### src/scf_map.vh
// Function
// - LED1 upper logic done, LED2 lower done
// - Variable image: LED3 shows capture running
// - Variable image: LED4 shows ATM mode
// - Variable image: LED5 shows second pulse
// - LED6 lit while frame lost
// - LED7 lit while pointer lock lost
// - LED8 cell delineation lost, always in packet
// - Fixed image: LED3 flashes as heartbeat
// - Heartbeat flashes once per second
// - Fixed image: LED5 out with signal, LED6 out in frame
// - Variable image: flash only with second pulse
// - Receive mode ATM cells or packets
// - Line rate select OC3c or OC12c
// - Control holds framer in reset
// - Facility loopback retransmits received line
// - Transmit clock internal or recovered
// - Packet check none, short or long
// - Enables discard too short, too long
// - Header single-bit errors corrected when enabled
// - Idle cells forwarded only when enabled
// - Cell payload descramble when enabled
// - Snap length default 48, ATM 52
// - Pad to snap unless variable; ATM fixed
// - Frame loss after 3 ms out-of-frame
// - Signal loss after 20 us no rise
`ifndef SCF_MAP_VH
`define SCF_MAP_VH

// ------------------------------------------------------------
// Register offsets (byte addresses)
// ------------------------------------------------------------
`define SCF_OFS_CTRL 8'h00
`define SCF_OFS_SNAP 8'h04
`define SCF_OFS_STAT 8'h08

// ------------------------------------------------------------
// Control register fields
// ------------------------------------------------------------
`define SCF_CTRL_ATM 0
`define SCF_CTRL_OC12 1
`define SCF_CTRL_FRST 2
`define SCF_CTRL_LOOP 3
`define SCF_CTRL_SLAVE 4
`define SCF_CTRL_SDESC 5
`define SCF_CTRL_PDESC 6
`define SCF_CTRL_CRC_LO 7
`define SCF_CTRL_CRC_HI 8
`define SCF_CTRL_PMIN 9
`define SCF_CTRL_PMAX 10
`define SCF_CTRL_HFIX 11
`define SCF_CTRL_IDLE 12
`define SCF_CTRL_ADESC 13
`define SCF_CTRL_VARLEN 14
`define SCF_CTRL_LT1 15
`define SCF_CTRL_LT0 16
`define SCF_CTRL_ULED 17
`define SCF_CTRL_W 18
`define SCF_CTRL_RST 18'h0E070

// Frame check selections
`define SCF_CHK_NONE 2'h0
`define SCF_CHK_SHORT 2'h1
`define SCF_CHK_LONG 2'h2

// ------------------------------------------------------------
// Capture lengths
// ------------------------------------------------------------
`define SCF_SNAP_RST 16'h0030
`define SCF_SNAP_ATM 16'h0034
`define SCF_MIN_LEN 16'h0004
`define SCF_MAX_LEN 16'h2000

// ------------------------------------------------------------
// Timing
// ------------------------------------------------------------
`define SCF_CLK_MHZ 250
`define SCF_LOF_TIME_US 3000
`define SCF_LOS_TIME_US 20
`define SCF_BEAT_TIME_US 1000000
`define SCF_PPS_TIME_US 2000000
`define SCF_LOF_CYC (`SCF_LOF_TIME_US * `SCF_CLK_MHZ)
`define SCF_LOS_CYC (`SCF_LOS_TIME_US * `SCF_CLK_MHZ)
`define SCF_BEAT_CYC (`SCF_BEAT_TIME_US * `SCF_CLK_MHZ)
`define SCF_PPS_CYC (`SCF_PPS_TIME_US * `SCF_CLK_MHZ)

`endif

### src/scf_front_end.v
`include "scf_map.vh"
`default_nettype none

module scf_front_end #(
    parameter [31:0] LOF_CYC = `SCF_LOF_CYC,
    parameter [31:0] LOS_CYC = `SCF_LOS_CYC,
    parameter [31:0] BEAT_CYC = `SCF_BEAT_CYC,
    parameter [31:0] PPS_CYC = `SCF_PPS_CYC
) (
    input wire I_CLK_SYS,
    input wire I_RESETN,
    // APB slave
    input wire I_PSEL,
    input wire I_PENABLE,
    input wire I_PWRITE,
    input wire [7:0] I_PADDR,
    input wire [31:0] I_PWDATA,
    output reg [31:0] O_PRDATA,
    output reg O_PREADY,
    output reg O_PSLVERR,
    // Board status
    input wire I_UPPER_CFG_DONE,
    input wire I_LOWER_CFG_DONE,
    input wire I_IMAGE_VARLEN,
    input wire I_CAPTURE_RUN,
    input wire I_SECOND_PULSE_INPUT,
    // Framer status
    input wire I_RX_LINE_BIT,
    input wire I_FRAMER_OOF,
    input wire I_FRAMER_LOP,
    input wire I_FRAMER_LCD,
    // Record verdict request
    input wire I_REC_DONE,
    input wire [15:0] I_REC_LEN,
    input wire I_REC_IDLE,
    input wire I_REC_HEC_ONE,
    input wire I_REC_HEC_MULTI,
    input wire I_REC_FRAME_CHECK_SHORT_OK,
    input wire I_REC_FRAME_CHECK_LONG_OK,
    // Record verdict answer
    output reg O_REC_KEEP,
    output reg O_REC_DROP,
    output reg O_REC_PAD,
    output reg [15:0] O_REC_CAP_LEN,
    // Framer controls, alarms and lamps
    output reg O_FRAMER_RESET,
    output reg O_ATM_MODE,
    output reg O_OC12_SEL,
    output reg O_FACILITY_LOOP,
    output reg O_TX_CLK_SLAVE,
    output reg O_LOOP_TIMER_ONE,
    output reg O_LOOP_TIMER_ZERO,
    output reg O_SONET_DESCR_EN,
    output reg O_POS_DESCR_EN,
    output reg O_ATM_DESCR_EN,
    output reg [1:0] O_FRAME_CHECK_SEL,
    output reg O_LOS,
    output reg O_LOF,
    output reg [7:0] O_LED
);

    // --------------------------------------------------------
    // Register storage
    // --------------------------------------------------------
    reg [`SCF_CTRL_W-1:0] ctrl_r; // Control word
    reg [15:0] snap_r; // Programmed snap length
    reg [31:0] prdata_nxt; // Read mux result
    reg hit_nxt; // Address decodes
    reg pps_alive_r; // Pulse seen recently, read back in status

    // Decoded control fields
    wire atm_w = ctrl_r[`SCF_CTRL_ATM];
    wire [1:0] chk_w = ctrl_r[`SCF_CTRL_CRC_HI:`SCF_CTRL_CRC_LO];
    // ATM forces fixed length and no variable records
    wire varlen_w = ctrl_r[`SCF_CTRL_VARLEN] & ~atm_w;
    wire [15:0] slen_w = atm_w ? `SCF_SNAP_ATM : snap_r;

    // --------------------------------------------------------
    // APB access phase
    // --------------------------------------------------------
    // Answer one cycle into the access phase; pready drops after
    wire acc_w = I_PSEL & I_PENABLE & ~O_PREADY;

    // Read mux and decode
    always @* begin
        prdata_nxt = 32'h0000_0000;
        hit_nxt = 1'b1;
        case (I_PADDR)
            `SCF_OFS_CTRL: begin
                prdata_nxt = {14'h0000, ctrl_r};
            end
            `SCF_OFS_SNAP: begin
                prdata_nxt = {slen_w, snap_r};
            end
            `SCF_OFS_STAT: begin
                prdata_nxt = {slen_w, 8'h00, 1'b0, varlen_w, pps_alive_r,
                    I_FRAMER_LCD, I_FRAMER_LOP, I_FRAMER_OOF, O_LOF, O_LOS};
            end
            default: begin
                // Unmapped word reads as zero with an error
                hit_nxt = 1'b0;
            end
        endcase
    end

    // Bus answer and register writes
    always @(posedge I_CLK_SYS) begin
        if (!I_RESETN) begin
            O_PREADY <= 1'b0;
            O_PSLVERR <= 1'b0;
            O_PRDATA <= 32'h0000_0000;
            ctrl_r <= `SCF_CTRL_RST;
            snap_r <= `SCF_SNAP_RST;
        end else begin
            O_PREADY <= acc_w;
            O_PSLVERR <= acc_w & ~hit_nxt;
            if (acc_w && !I_PWRITE) begin
                O_PRDATA <= prdata_nxt;
            end
            if (acc_w && I_PWRITE) begin
                // Writes land in the cycle pready is raised
                if (I_PADDR == `SCF_OFS_CTRL) begin
                    ctrl_r <= I_PWDATA[`SCF_CTRL_W-1:0];
                end
                if (I_PADDR == `SCF_OFS_SNAP) begin
                    snap_r <= I_PWDATA[15:0];
                end
            end
        end
    end

    // --------------------------------------------------------
    // Framer control outputs
    // --------------------------------------------------------
    // Registered copies so every pin comes from a flop
    always @(posedge I_CLK_SYS) begin
        if (!I_RESETN) begin
            O_FRAMER_RESET <= 1'b0;
            O_ATM_MODE <= 1'b0;
            O_OC12_SEL <= 1'b0;
            O_FACILITY_LOOP <= 1'b0;
            O_TX_CLK_SLAVE <= 1'b0;
            O_LOOP_TIMER_ONE <= 1'b0;
            O_LOOP_TIMER_ZERO <= 1'b0;
            O_SONET_DESCR_EN <= 1'b0;
            O_POS_DESCR_EN <= 1'b0;
            O_ATM_DESCR_EN <= 1'b0;
            O_FRAME_CHECK_SEL <= `SCF_CHK_NONE;
        end else begin
            O_FRAMER_RESET <= ctrl_r[`SCF_CTRL_FRST];
            O_ATM_MODE <= atm_w;
            O_OC12_SEL <= ctrl_r[`SCF_CTRL_OC12];
            O_FACILITY_LOOP <= ctrl_r[`SCF_CTRL_LOOP];
            O_TX_CLK_SLAVE <= ctrl_r[`SCF_CTRL_SLAVE];
            O_LOOP_TIMER_ONE <= ctrl_r[`SCF_CTRL_LT1];
            O_LOOP_TIMER_ZERO <= ctrl_r[`SCF_CTRL_LT0];
            O_SONET_DESCR_EN <= ctrl_r[`SCF_CTRL_SDESC];
            // Packet descramble only matters in packet mode
            O_POS_DESCR_EN <= ctrl_r[`SCF_CTRL_PDESC] & ~atm_w;
            O_ATM_DESCR_EN <= ctrl_r[`SCF_CTRL_ADESC] & atm_w;
            // Frame check is a packet-only feature
            O_FRAME_CHECK_SEL <= atm_w ? `SCF_CHK_NONE : chk_w;
        end
    end

    // --------------------------------------------------------
    // Record verdict
    // --------------------------------------------------------
    reg chk_ok_nxt; // Frame check verdict
    reg len_ok_nxt; // Length window verdict
    reg cell_ok_nxt; // Cell verdict
    reg keep_nxt; // Final verdict

    always @* begin
        case (chk_w)
            `SCF_CHK_SHORT: begin
                chk_ok_nxt = I_REC_FRAME_CHECK_SHORT_OK;
            end
            `SCF_CHK_LONG: begin
                chk_ok_nxt = I_REC_FRAME_CHECK_LONG_OK;
            end
            default: begin
                chk_ok_nxt = 1'b1;
            end
        endcase
        // Limits are fixed build constants, not software values
        len_ok_nxt = ~(ctrl_r[`SCF_CTRL_PMIN] & (I_REC_LEN < `SCF_MIN_LEN)) &
            ~(ctrl_r[`SCF_CTRL_PMAX] & (I_REC_LEN > `SCF_MAX_LEN));
        // Single-bit header errors survive only when fixing is on
        cell_ok_nxt = ~I_REC_HEC_MULTI &
            (~I_REC_HEC_ONE | ctrl_r[`SCF_CTRL_HFIX]) &
            (~I_REC_IDLE | ctrl_r[`SCF_CTRL_IDLE]);
        keep_nxt = atm_w ? cell_ok_nxt : (chk_ok_nxt & len_ok_nxt);
    end

    // Verdict is a one-cycle pulse the cycle after the request
    always @(posedge I_CLK_SYS) begin
        if (!I_RESETN) begin
            O_REC_KEEP <= 1'b0;
            O_REC_DROP <= 1'b0;
            O_REC_PAD <= 1'b0;
            O_REC_CAP_LEN <= 16'h0000;
        end else begin
            O_REC_KEEP <= I_REC_DONE & keep_nxt;
            O_REC_DROP <= I_REC_DONE & ~keep_nxt;
            if (I_REC_DONE) begin
                // Fixed records pad out to the snap length
                O_REC_PAD <= keep_nxt & ~varlen_w;
                if (varlen_w && (I_REC_LEN < slen_w)) begin
                    O_REC_CAP_LEN <= I_REC_LEN;
                end else begin
                    O_REC_CAP_LEN <= slen_w;
                end
            end else begin
                O_REC_PAD <= 1'b0;
            end
        end
    end

    // --------------------------------------------------------
    // Loss of signal and loss of frame timers
    // --------------------------------------------------------
    reg line_prev_r; // Last line bit
    reg [31:0] los_cnt_r; // Cycles since a rising transition
    reg [31:0] lof_cnt_r; // Cycles out of frame

    // Counters saturate so a dead line never wraps back to good
    always @(posedge I_CLK_SYS) begin
        if (!I_RESETN) begin
            line_prev_r <= 1'b0;
            los_cnt_r <= 32'h0000_0000;
            lof_cnt_r <= 32'h0000_0000;
            O_LOS <= 1'b0;
            O_LOF <= 1'b0;
        end else begin
            line_prev_r <= I_RX_LINE_BIT;
            if (I_RX_LINE_BIT && !line_prev_r) begin
                los_cnt_r <= 32'h0000_0000;
                O_LOS <= 1'b0;
            end else if (los_cnt_r < LOS_CYC) begin
                los_cnt_r <= los_cnt_r + 32'h0000_0001;
            end else begin
                O_LOS <= 1'b1;
            end
            if (!I_FRAMER_OOF) begin
                lof_cnt_r <= 32'h0000_0000;
                O_LOF <= 1'b0;
            end else if (lof_cnt_r < LOF_CYC) begin
                lof_cnt_r <= lof_cnt_r + 32'h0000_0001;
            end else begin
                // Out of frame longer than the window
                O_LOF <= 1'b1;
            end
        end
    end

    // --------------------------------------------------------
    // Heartbeat and second pulse tracking
    // --------------------------------------------------------
    reg [31:0] beat_cnt_r; // Heartbeat cycle counter
    reg beat_r; // Heartbeat lamp state
    reg pps_prev_r; // Last second pulse level
    reg pps_tgl_r; // Flips on each received pulse
    reg [31:0] pps_cnt_r; // Cycles since last pulse

    // On half the second, off the other half
    always @(posedge I_CLK_SYS) begin
        if (!I_RESETN) begin
            beat_cnt_r <= 32'h0000_0000;
            beat_r <= 1'b0;
        end else if (beat_cnt_r >= BEAT_CYC - 32'h0000_0001) begin
            beat_cnt_r <= 32'h0000_0000;
            beat_r <= 1'b1;
        end else begin
            beat_cnt_r <= beat_cnt_r + 32'h0000_0001;
            // Clear one count early so lit and dark spans are equal
            if (beat_cnt_r == (BEAT_CYC >> 1) - 32'h0000_0001) begin
                beat_r <= 1'b0;
            end
        end
    end

    // A missing cable lets the lamp settle dark, never stuck lit
    always @(posedge I_CLK_SYS) begin
        if (!I_RESETN) begin
            pps_prev_r <= 1'b0;
            pps_tgl_r <= 1'b0;
            pps_alive_r <= 1'b0;
            pps_cnt_r <= 32'h0000_0000;
        end else begin
            pps_prev_r <= I_SECOND_PULSE_INPUT;
            if (I_SECOND_PULSE_INPUT && !pps_prev_r) begin
                pps_tgl_r <= ~pps_tgl_r;
                pps_alive_r <= 1'b1;
                pps_cnt_r <= 32'h0000_0000;
            end else if (pps_cnt_r < PPS_CYC) begin
                pps_cnt_r <= pps_cnt_r + 32'h0000_0001;
            end else begin
                pps_alive_r <= 1'b0;
                pps_tgl_r <= 1'b0;
            end
        end
    end

    // --------------------------------------------------------
    // Indicator lamps
    // --------------------------------------------------------
    reg [7:0] led_nxt; // Lamp pattern for the loaded image

    always @* begin
        led_nxt[0] = I_UPPER_CFG_DONE;
        led_nxt[1] = I_LOWER_CFG_DONE;
        led_nxt[5] = O_LOF;
        led_nxt[6] = I_FRAMER_LOP;
        // Packet mode has no cells, so delineation never locks
        led_nxt[7] = I_FRAMER_LCD | ~atm_w;
        if (I_IMAGE_VARLEN) begin
            led_nxt[2] = I_CAPTURE_RUN;
            led_nxt[3] = atm_w;
            // Only this lamp may flash in the variable image
            led_nxt[4] = pps_tgl_r & pps_alive_r;
        end else begin
            led_nxt[2] = beat_r;
            led_nxt[3] = ctrl_r[`SCF_CTRL_ULED];
            // Signal-loss lamp clears on a line rise, frame-loss lamp once back in frame
            led_nxt[4] = O_LOS;
            led_nxt[5] = O_LOF;
        end
    end

    // Lamp register
    always @(posedge I_CLK_SYS) begin
        if (!I_RESETN) begin
            O_LED <= 8'h00;
        end else begin
            O_LED <= led_nxt;
        end
    end

endmodule

`default_nettype wire

### config.mk
export PLATFORM = sky130hd
export DESIGN_NAME = scf_front_end
export DESIGN_NICKNAME = d
export VERILOG_FILES = /design/src/scf_front_end.v
export VERILOG_INCLUDE_DIRS = /design/src
export SDC_FILE = /design/constraint.sdc
export NUM_CORES = 1
export LEC_CHECK = 0
export ABC_AREA = 1
export ABC_CLOCK_PERIOD_IN_PS = 2800
export BUFFER_PORTS_ARGS = -buffer_cell sky130_fd_sc_hd__clkbuf_2
export CORE_ASPECT_RATIO = 1.5
export CORE_UTILIZATION = 58
export CTS_CLUSTER_DIAMETER = 40
export DETAILED_ROUTE_END_ITERATION = 7
export PLACE_DENSITY = 0.8
export SLEW_MARGIN = 15
export SYNTH_ARGS = -nofsm -noshare
export SYNTH_HDL_FRONTEND = slang
export SYNTH_SLANG_ARGS = --single-unit
### constraint.sdc
create_clock -name I_CLK_SYS -period 2.8 [get_ports I_CLK_SYS]
set_input_delay 0.42 -clock I_CLK_SYS [delete_from_list [all_inputs] [get_ports I_CLK_SYS]]
set_output_delay 0.42 -clock I_CLK_SYS [all_outputs]
set_load 0.01 [all_outputs]
==> impl_metrics.py <==
metrics = {
    "detailed_routing": {
        "firstDrtPassIters": 5,
        "drc": 0,
        "viasPerCell": 5.441,
        "wl_per_cell_um": 15.22,
        "ant_nets": 0,
        "drt-total-wl_um": 29600,
        "dr.first_iter.drc_count": 746,
        "num_vias": 10580,
    },
    "clocking": {
        "cts_hold_buf": 0,
        "cts_setup_buffers": 0,
        "cts_resized": 0,
        "htreeDepth": 1,
        "cts_max_path_buffers": 3,
        "cts-root-buf": "clkbuf_16",
        "numCtsBuffers": 29,
        "cts_tree": "done",
        "cts.sinks": 242,
        "clk_latency_ps": 540,
        "clkSlewWorstSetupHoldPaths_ps": 60,
    },
    "die": {
        "coreArea_mm2": 0.01924,
        "die_y_um": 174.1,
        "die-width_um": 116.7,
        "rows": 62,
        "dieArea_mm2": 0.02031,
        "pin_count": 151,
        "initial_utilization": 0.5950,
    },
    "run_status": {
        "status": "finished clean",
    },
    "timing": {
        "relSlewSlack": 0.3350,
        "setup_violations": 0,
        "hold_viol_final": 0,
        "drv_slew": 0,
        "final.setup.tns_ps": 0,
        "min_period_ps": 2541,
        "worst_slack_ps": 259.0,
        "worst_hold_slack_ps": 67.43,
        "skew_ps": 9.978,
        "max_freq_ghz": 0.3935,
        "rsz0062_at_grt": "false",
        "fin_crit_sh": 0.9075,
        "worst_pin_slew_ps": 996.4,
    },
    "global_routing": {
        "grt_pass1_wl_um": 48130,
        "grt.overflow.total": 0,
        "grt_pass1_vias": 10130,
        "grt.total_usage": 0.2959,
        "antenna_found_initial": 0,
        "grt_max_degree": 45,
    },
    "setup_path": {
        "slowest_delay_ps": 500,
        "slowest_stage": "nor3_1",
        "critPathMaxFanout": 17,
        "end_kind": "flop",
        "cp.required_ps": 3200,
        "arrival_ps": 2940,
        "crit_type": "flop to flop",
        "worstPathCellList": "nor2_1, inv_1, ha_1, nand4_1, nor3_1, nand2_4, nand2_4, nand2_1, nand3_1, a21oi_1",
        "worst_path_most_repeated_cell": "nand2_4",
        "cp-start-kind": "flop",
    },
    "placement": {
        "io_buffers": 136,
        "hpwl_um": 21390,
        "finalWeightedCongestion": 0.9074,
        "place_ws_ps": 418.5,
        "placed_cell_area_mm2": 0.01225,
    },
    "job": {
        "maxCapViolCount": 0,
    },
    "yosys": {
        "ys_types": 55,
        "synthArstFlopShare": 0,
        "synth_xor_area_frac": 0.03979,
        "synth-simple-area-share": 0.3005,
        "synth_edf_count": 0,
        "ys_ff_latch": 242,
        "synth_warnings": 0,
        "ys_seq_area_frac": 0.4232,
        "synth_area_mm2": 0.01145,
        "synth_top_family_by_area": "simple AND/OR/NAND/NOR gates",
        "synth_fa_ha_area_frac": 0.02186,
        "syn_inst": 1542,
        "ys.flop_type": "dfxtp_1",
        "synth-compound-area-share": 0.1202,
        "synth_mux_area_frac": 0,
        "postSynthAreaPerCell_um2": 7.424,
    },
    "power_and_ir_drop": {
        "p_per_area_mw_per_mm2": 579.6,
        "p_leak_nw": 5.487,
        "ir_worst_vdd_v": 0.0004322,
        "total_power_w": 0.007659,
    },
    "hold_path": {
        "min_path_type": "input port to flop",
    },
    "finish": {
        "syn_to_final_growth_pct": 15.43,
        "multi_input_area_mm2": 0.005544,
        "seq_area_mm2": 0.004845,
        "fin_area_mm2": 0.01321,
        "layout-drive-gt1-share": 0.1908,
        "antenna_cells": 0,
        "nets": 1763,
        "fillCellCount": 1694,
    },
}
[metal layers]
layer  track usage  routed length (µm)
met2        0.5247               15110
met3       0.03452                1532
met1        0.3494               11730
met5             0                   0
met4        0.1350                1226
[critical path, delay by kind of cell, from the launching register on]
kind / cells / cell delay [ps]
AOI/OAI and AO/OA: 1 / 80
adders and majority gates: 1 / 300
buffers and inverters: 1 / 110
DFF: 1 / 400
and+or+nand+nor: 7 / 1530
[Yosys cell counts, types with 3 or more instances]
cell type,number,area [µm²]
buf_4,3,22.52
nand2_2,32,200.2
nand3b_1,5,37.54
nor2_4,4,45.04
o22ai_1,7,43.79
nor3b_1,3,22.52
nand2_1,309,1160
nor2_2,4,25.02
a21oi_1,105,525.5
o21ai_0,55,275.3
nor3_2,7,70.07
o211ai_1,8,60.06
o21ai_1,15,75.07
nor2_1,166,623.1
nor3_1,36,180.2
o21bai_1,3,22.52
dfxtp_1,242,4845
xor2_1,38,332.8
inv_1,186,698.2
nand4_1,28,175.2
nor4_1,13,81.33
and3_1,4,25.02
buf_2,12,60.06
buf_6,5,56.30
nand2_4,3,33.78
nor4_2,3,37.54
xnor2_1,14,122.6
nand3_1,91,455.4
inv_2,15,56.30
clkbuf_1,33,123.9
nand3_2,12,120.1
ha_1,20,250.2
a31oi_1,4,25.02
a21oi_2,31,271.5
[worst paths after layout]
| check | start | to | slack (ps) | cells after the start |
|---|---|---|---|---|
| worst max-delay path | ctrl_r[0]$_SDFFE_PN0P_ | O_REC_CAP_LEN[0]$_SDFFE_PN0P_ | 260 | 10 |
| worst min-delay path | I_LOWER_CFG_DONE | O_LED[1]$_SDFF_PN0_ | 70 | 3 |
| worst max register to register | ctrl_r[0]$_SDFFE_PN0P_ | O_REC_CAP_LEN[0]$_SDFFE_PN0P_ | 260 | 10 |
| worst min register to register | los_cnt_r[23]$_SDFFE_PP0N_ | los_cnt_r[23]$_SDFFE_PP0N_ | 430 | 2 |
[state kept, by name, indices dropped and copies added, names as in the netlist, 2 cells and up]
| name | flops |
|---|---|
| pps_cnt_r | 32 |
| los_cnt_r | 32 |
| O_PRDATA | 32 |
| O_LED | 8 |
| snap_r | 16 |
| O_REC_CAP_LEN | 16 |
| beat_cnt_r | 32 |
| ctrl_r | 18 |
| lof_cnt_r | 32 |
| O_FRAME_CHECK_SEL | 2 |
[cells in the final DEF, fill, tap and decap left out, drive strengths merged, types with 2 or more instances in the layout]
cell	n
nand2	344
dfxtp	242
inv	209
nor2	176
clkbuf	166
a21oi	136
nand3	104
o21ai	70
nor3	44
xor2	38
nand4	30
ha	20
nor4	17
xnor2	14
buf	12
clkinv	10
o211ai	8
o22ai	7
nand3b	5
a31oi	5
and3	4
conb	4
nor3b	4
o21bai	3
bufinv	3
clkinvlp	3
o21a	2
[metrics by stage]
step           utilization  std cells
2_1_floorplan            -       1545
3_3_place_gp        0.6366       1892
5_1_grt             0.6869       1944
4_1_cts             0.6869       1944
6_report            0.6869       1944
3_5_place_dp        0.6366       1892
[layout make-up]
type / instances / share of cell area
sequential: 242 / 0.3666
timing repair buffer: 148 / 0.05833
multi-input combinational: 1043 / 0.4196
inverter: 203 / 0.05804
clock buffer: 30 / 0.05520
tap: 256 / 0.02424
clock inverter: 22 / 0.01799
[cells by family (layout without fill, tap and decap cells)]
kind of cell | after synthesis | after routing
AND/OR/NAND/NOR | 730 | 730
buffers and inverters | 260 | 403
flip-flops | 242 | 242
AO/OA/AOI/OAI | 237 | 237
XOR/XNOR | 52 | 52
adder cells (fa/ha/maj) | 20 | 20
other | 1 | 4
[power by group]
part / total (W) / switching, W / leakage, nW / internal [W]
clock network: 0.00378 / 0.00156 / 0.473 / 0.00221
logic: 0.000363 / 0.000239 / 3.05 / 0.000124
registers: 0.00352 / 0.0000301 / 1.96 / 0.00349
(Power assumes the default switching activity.)
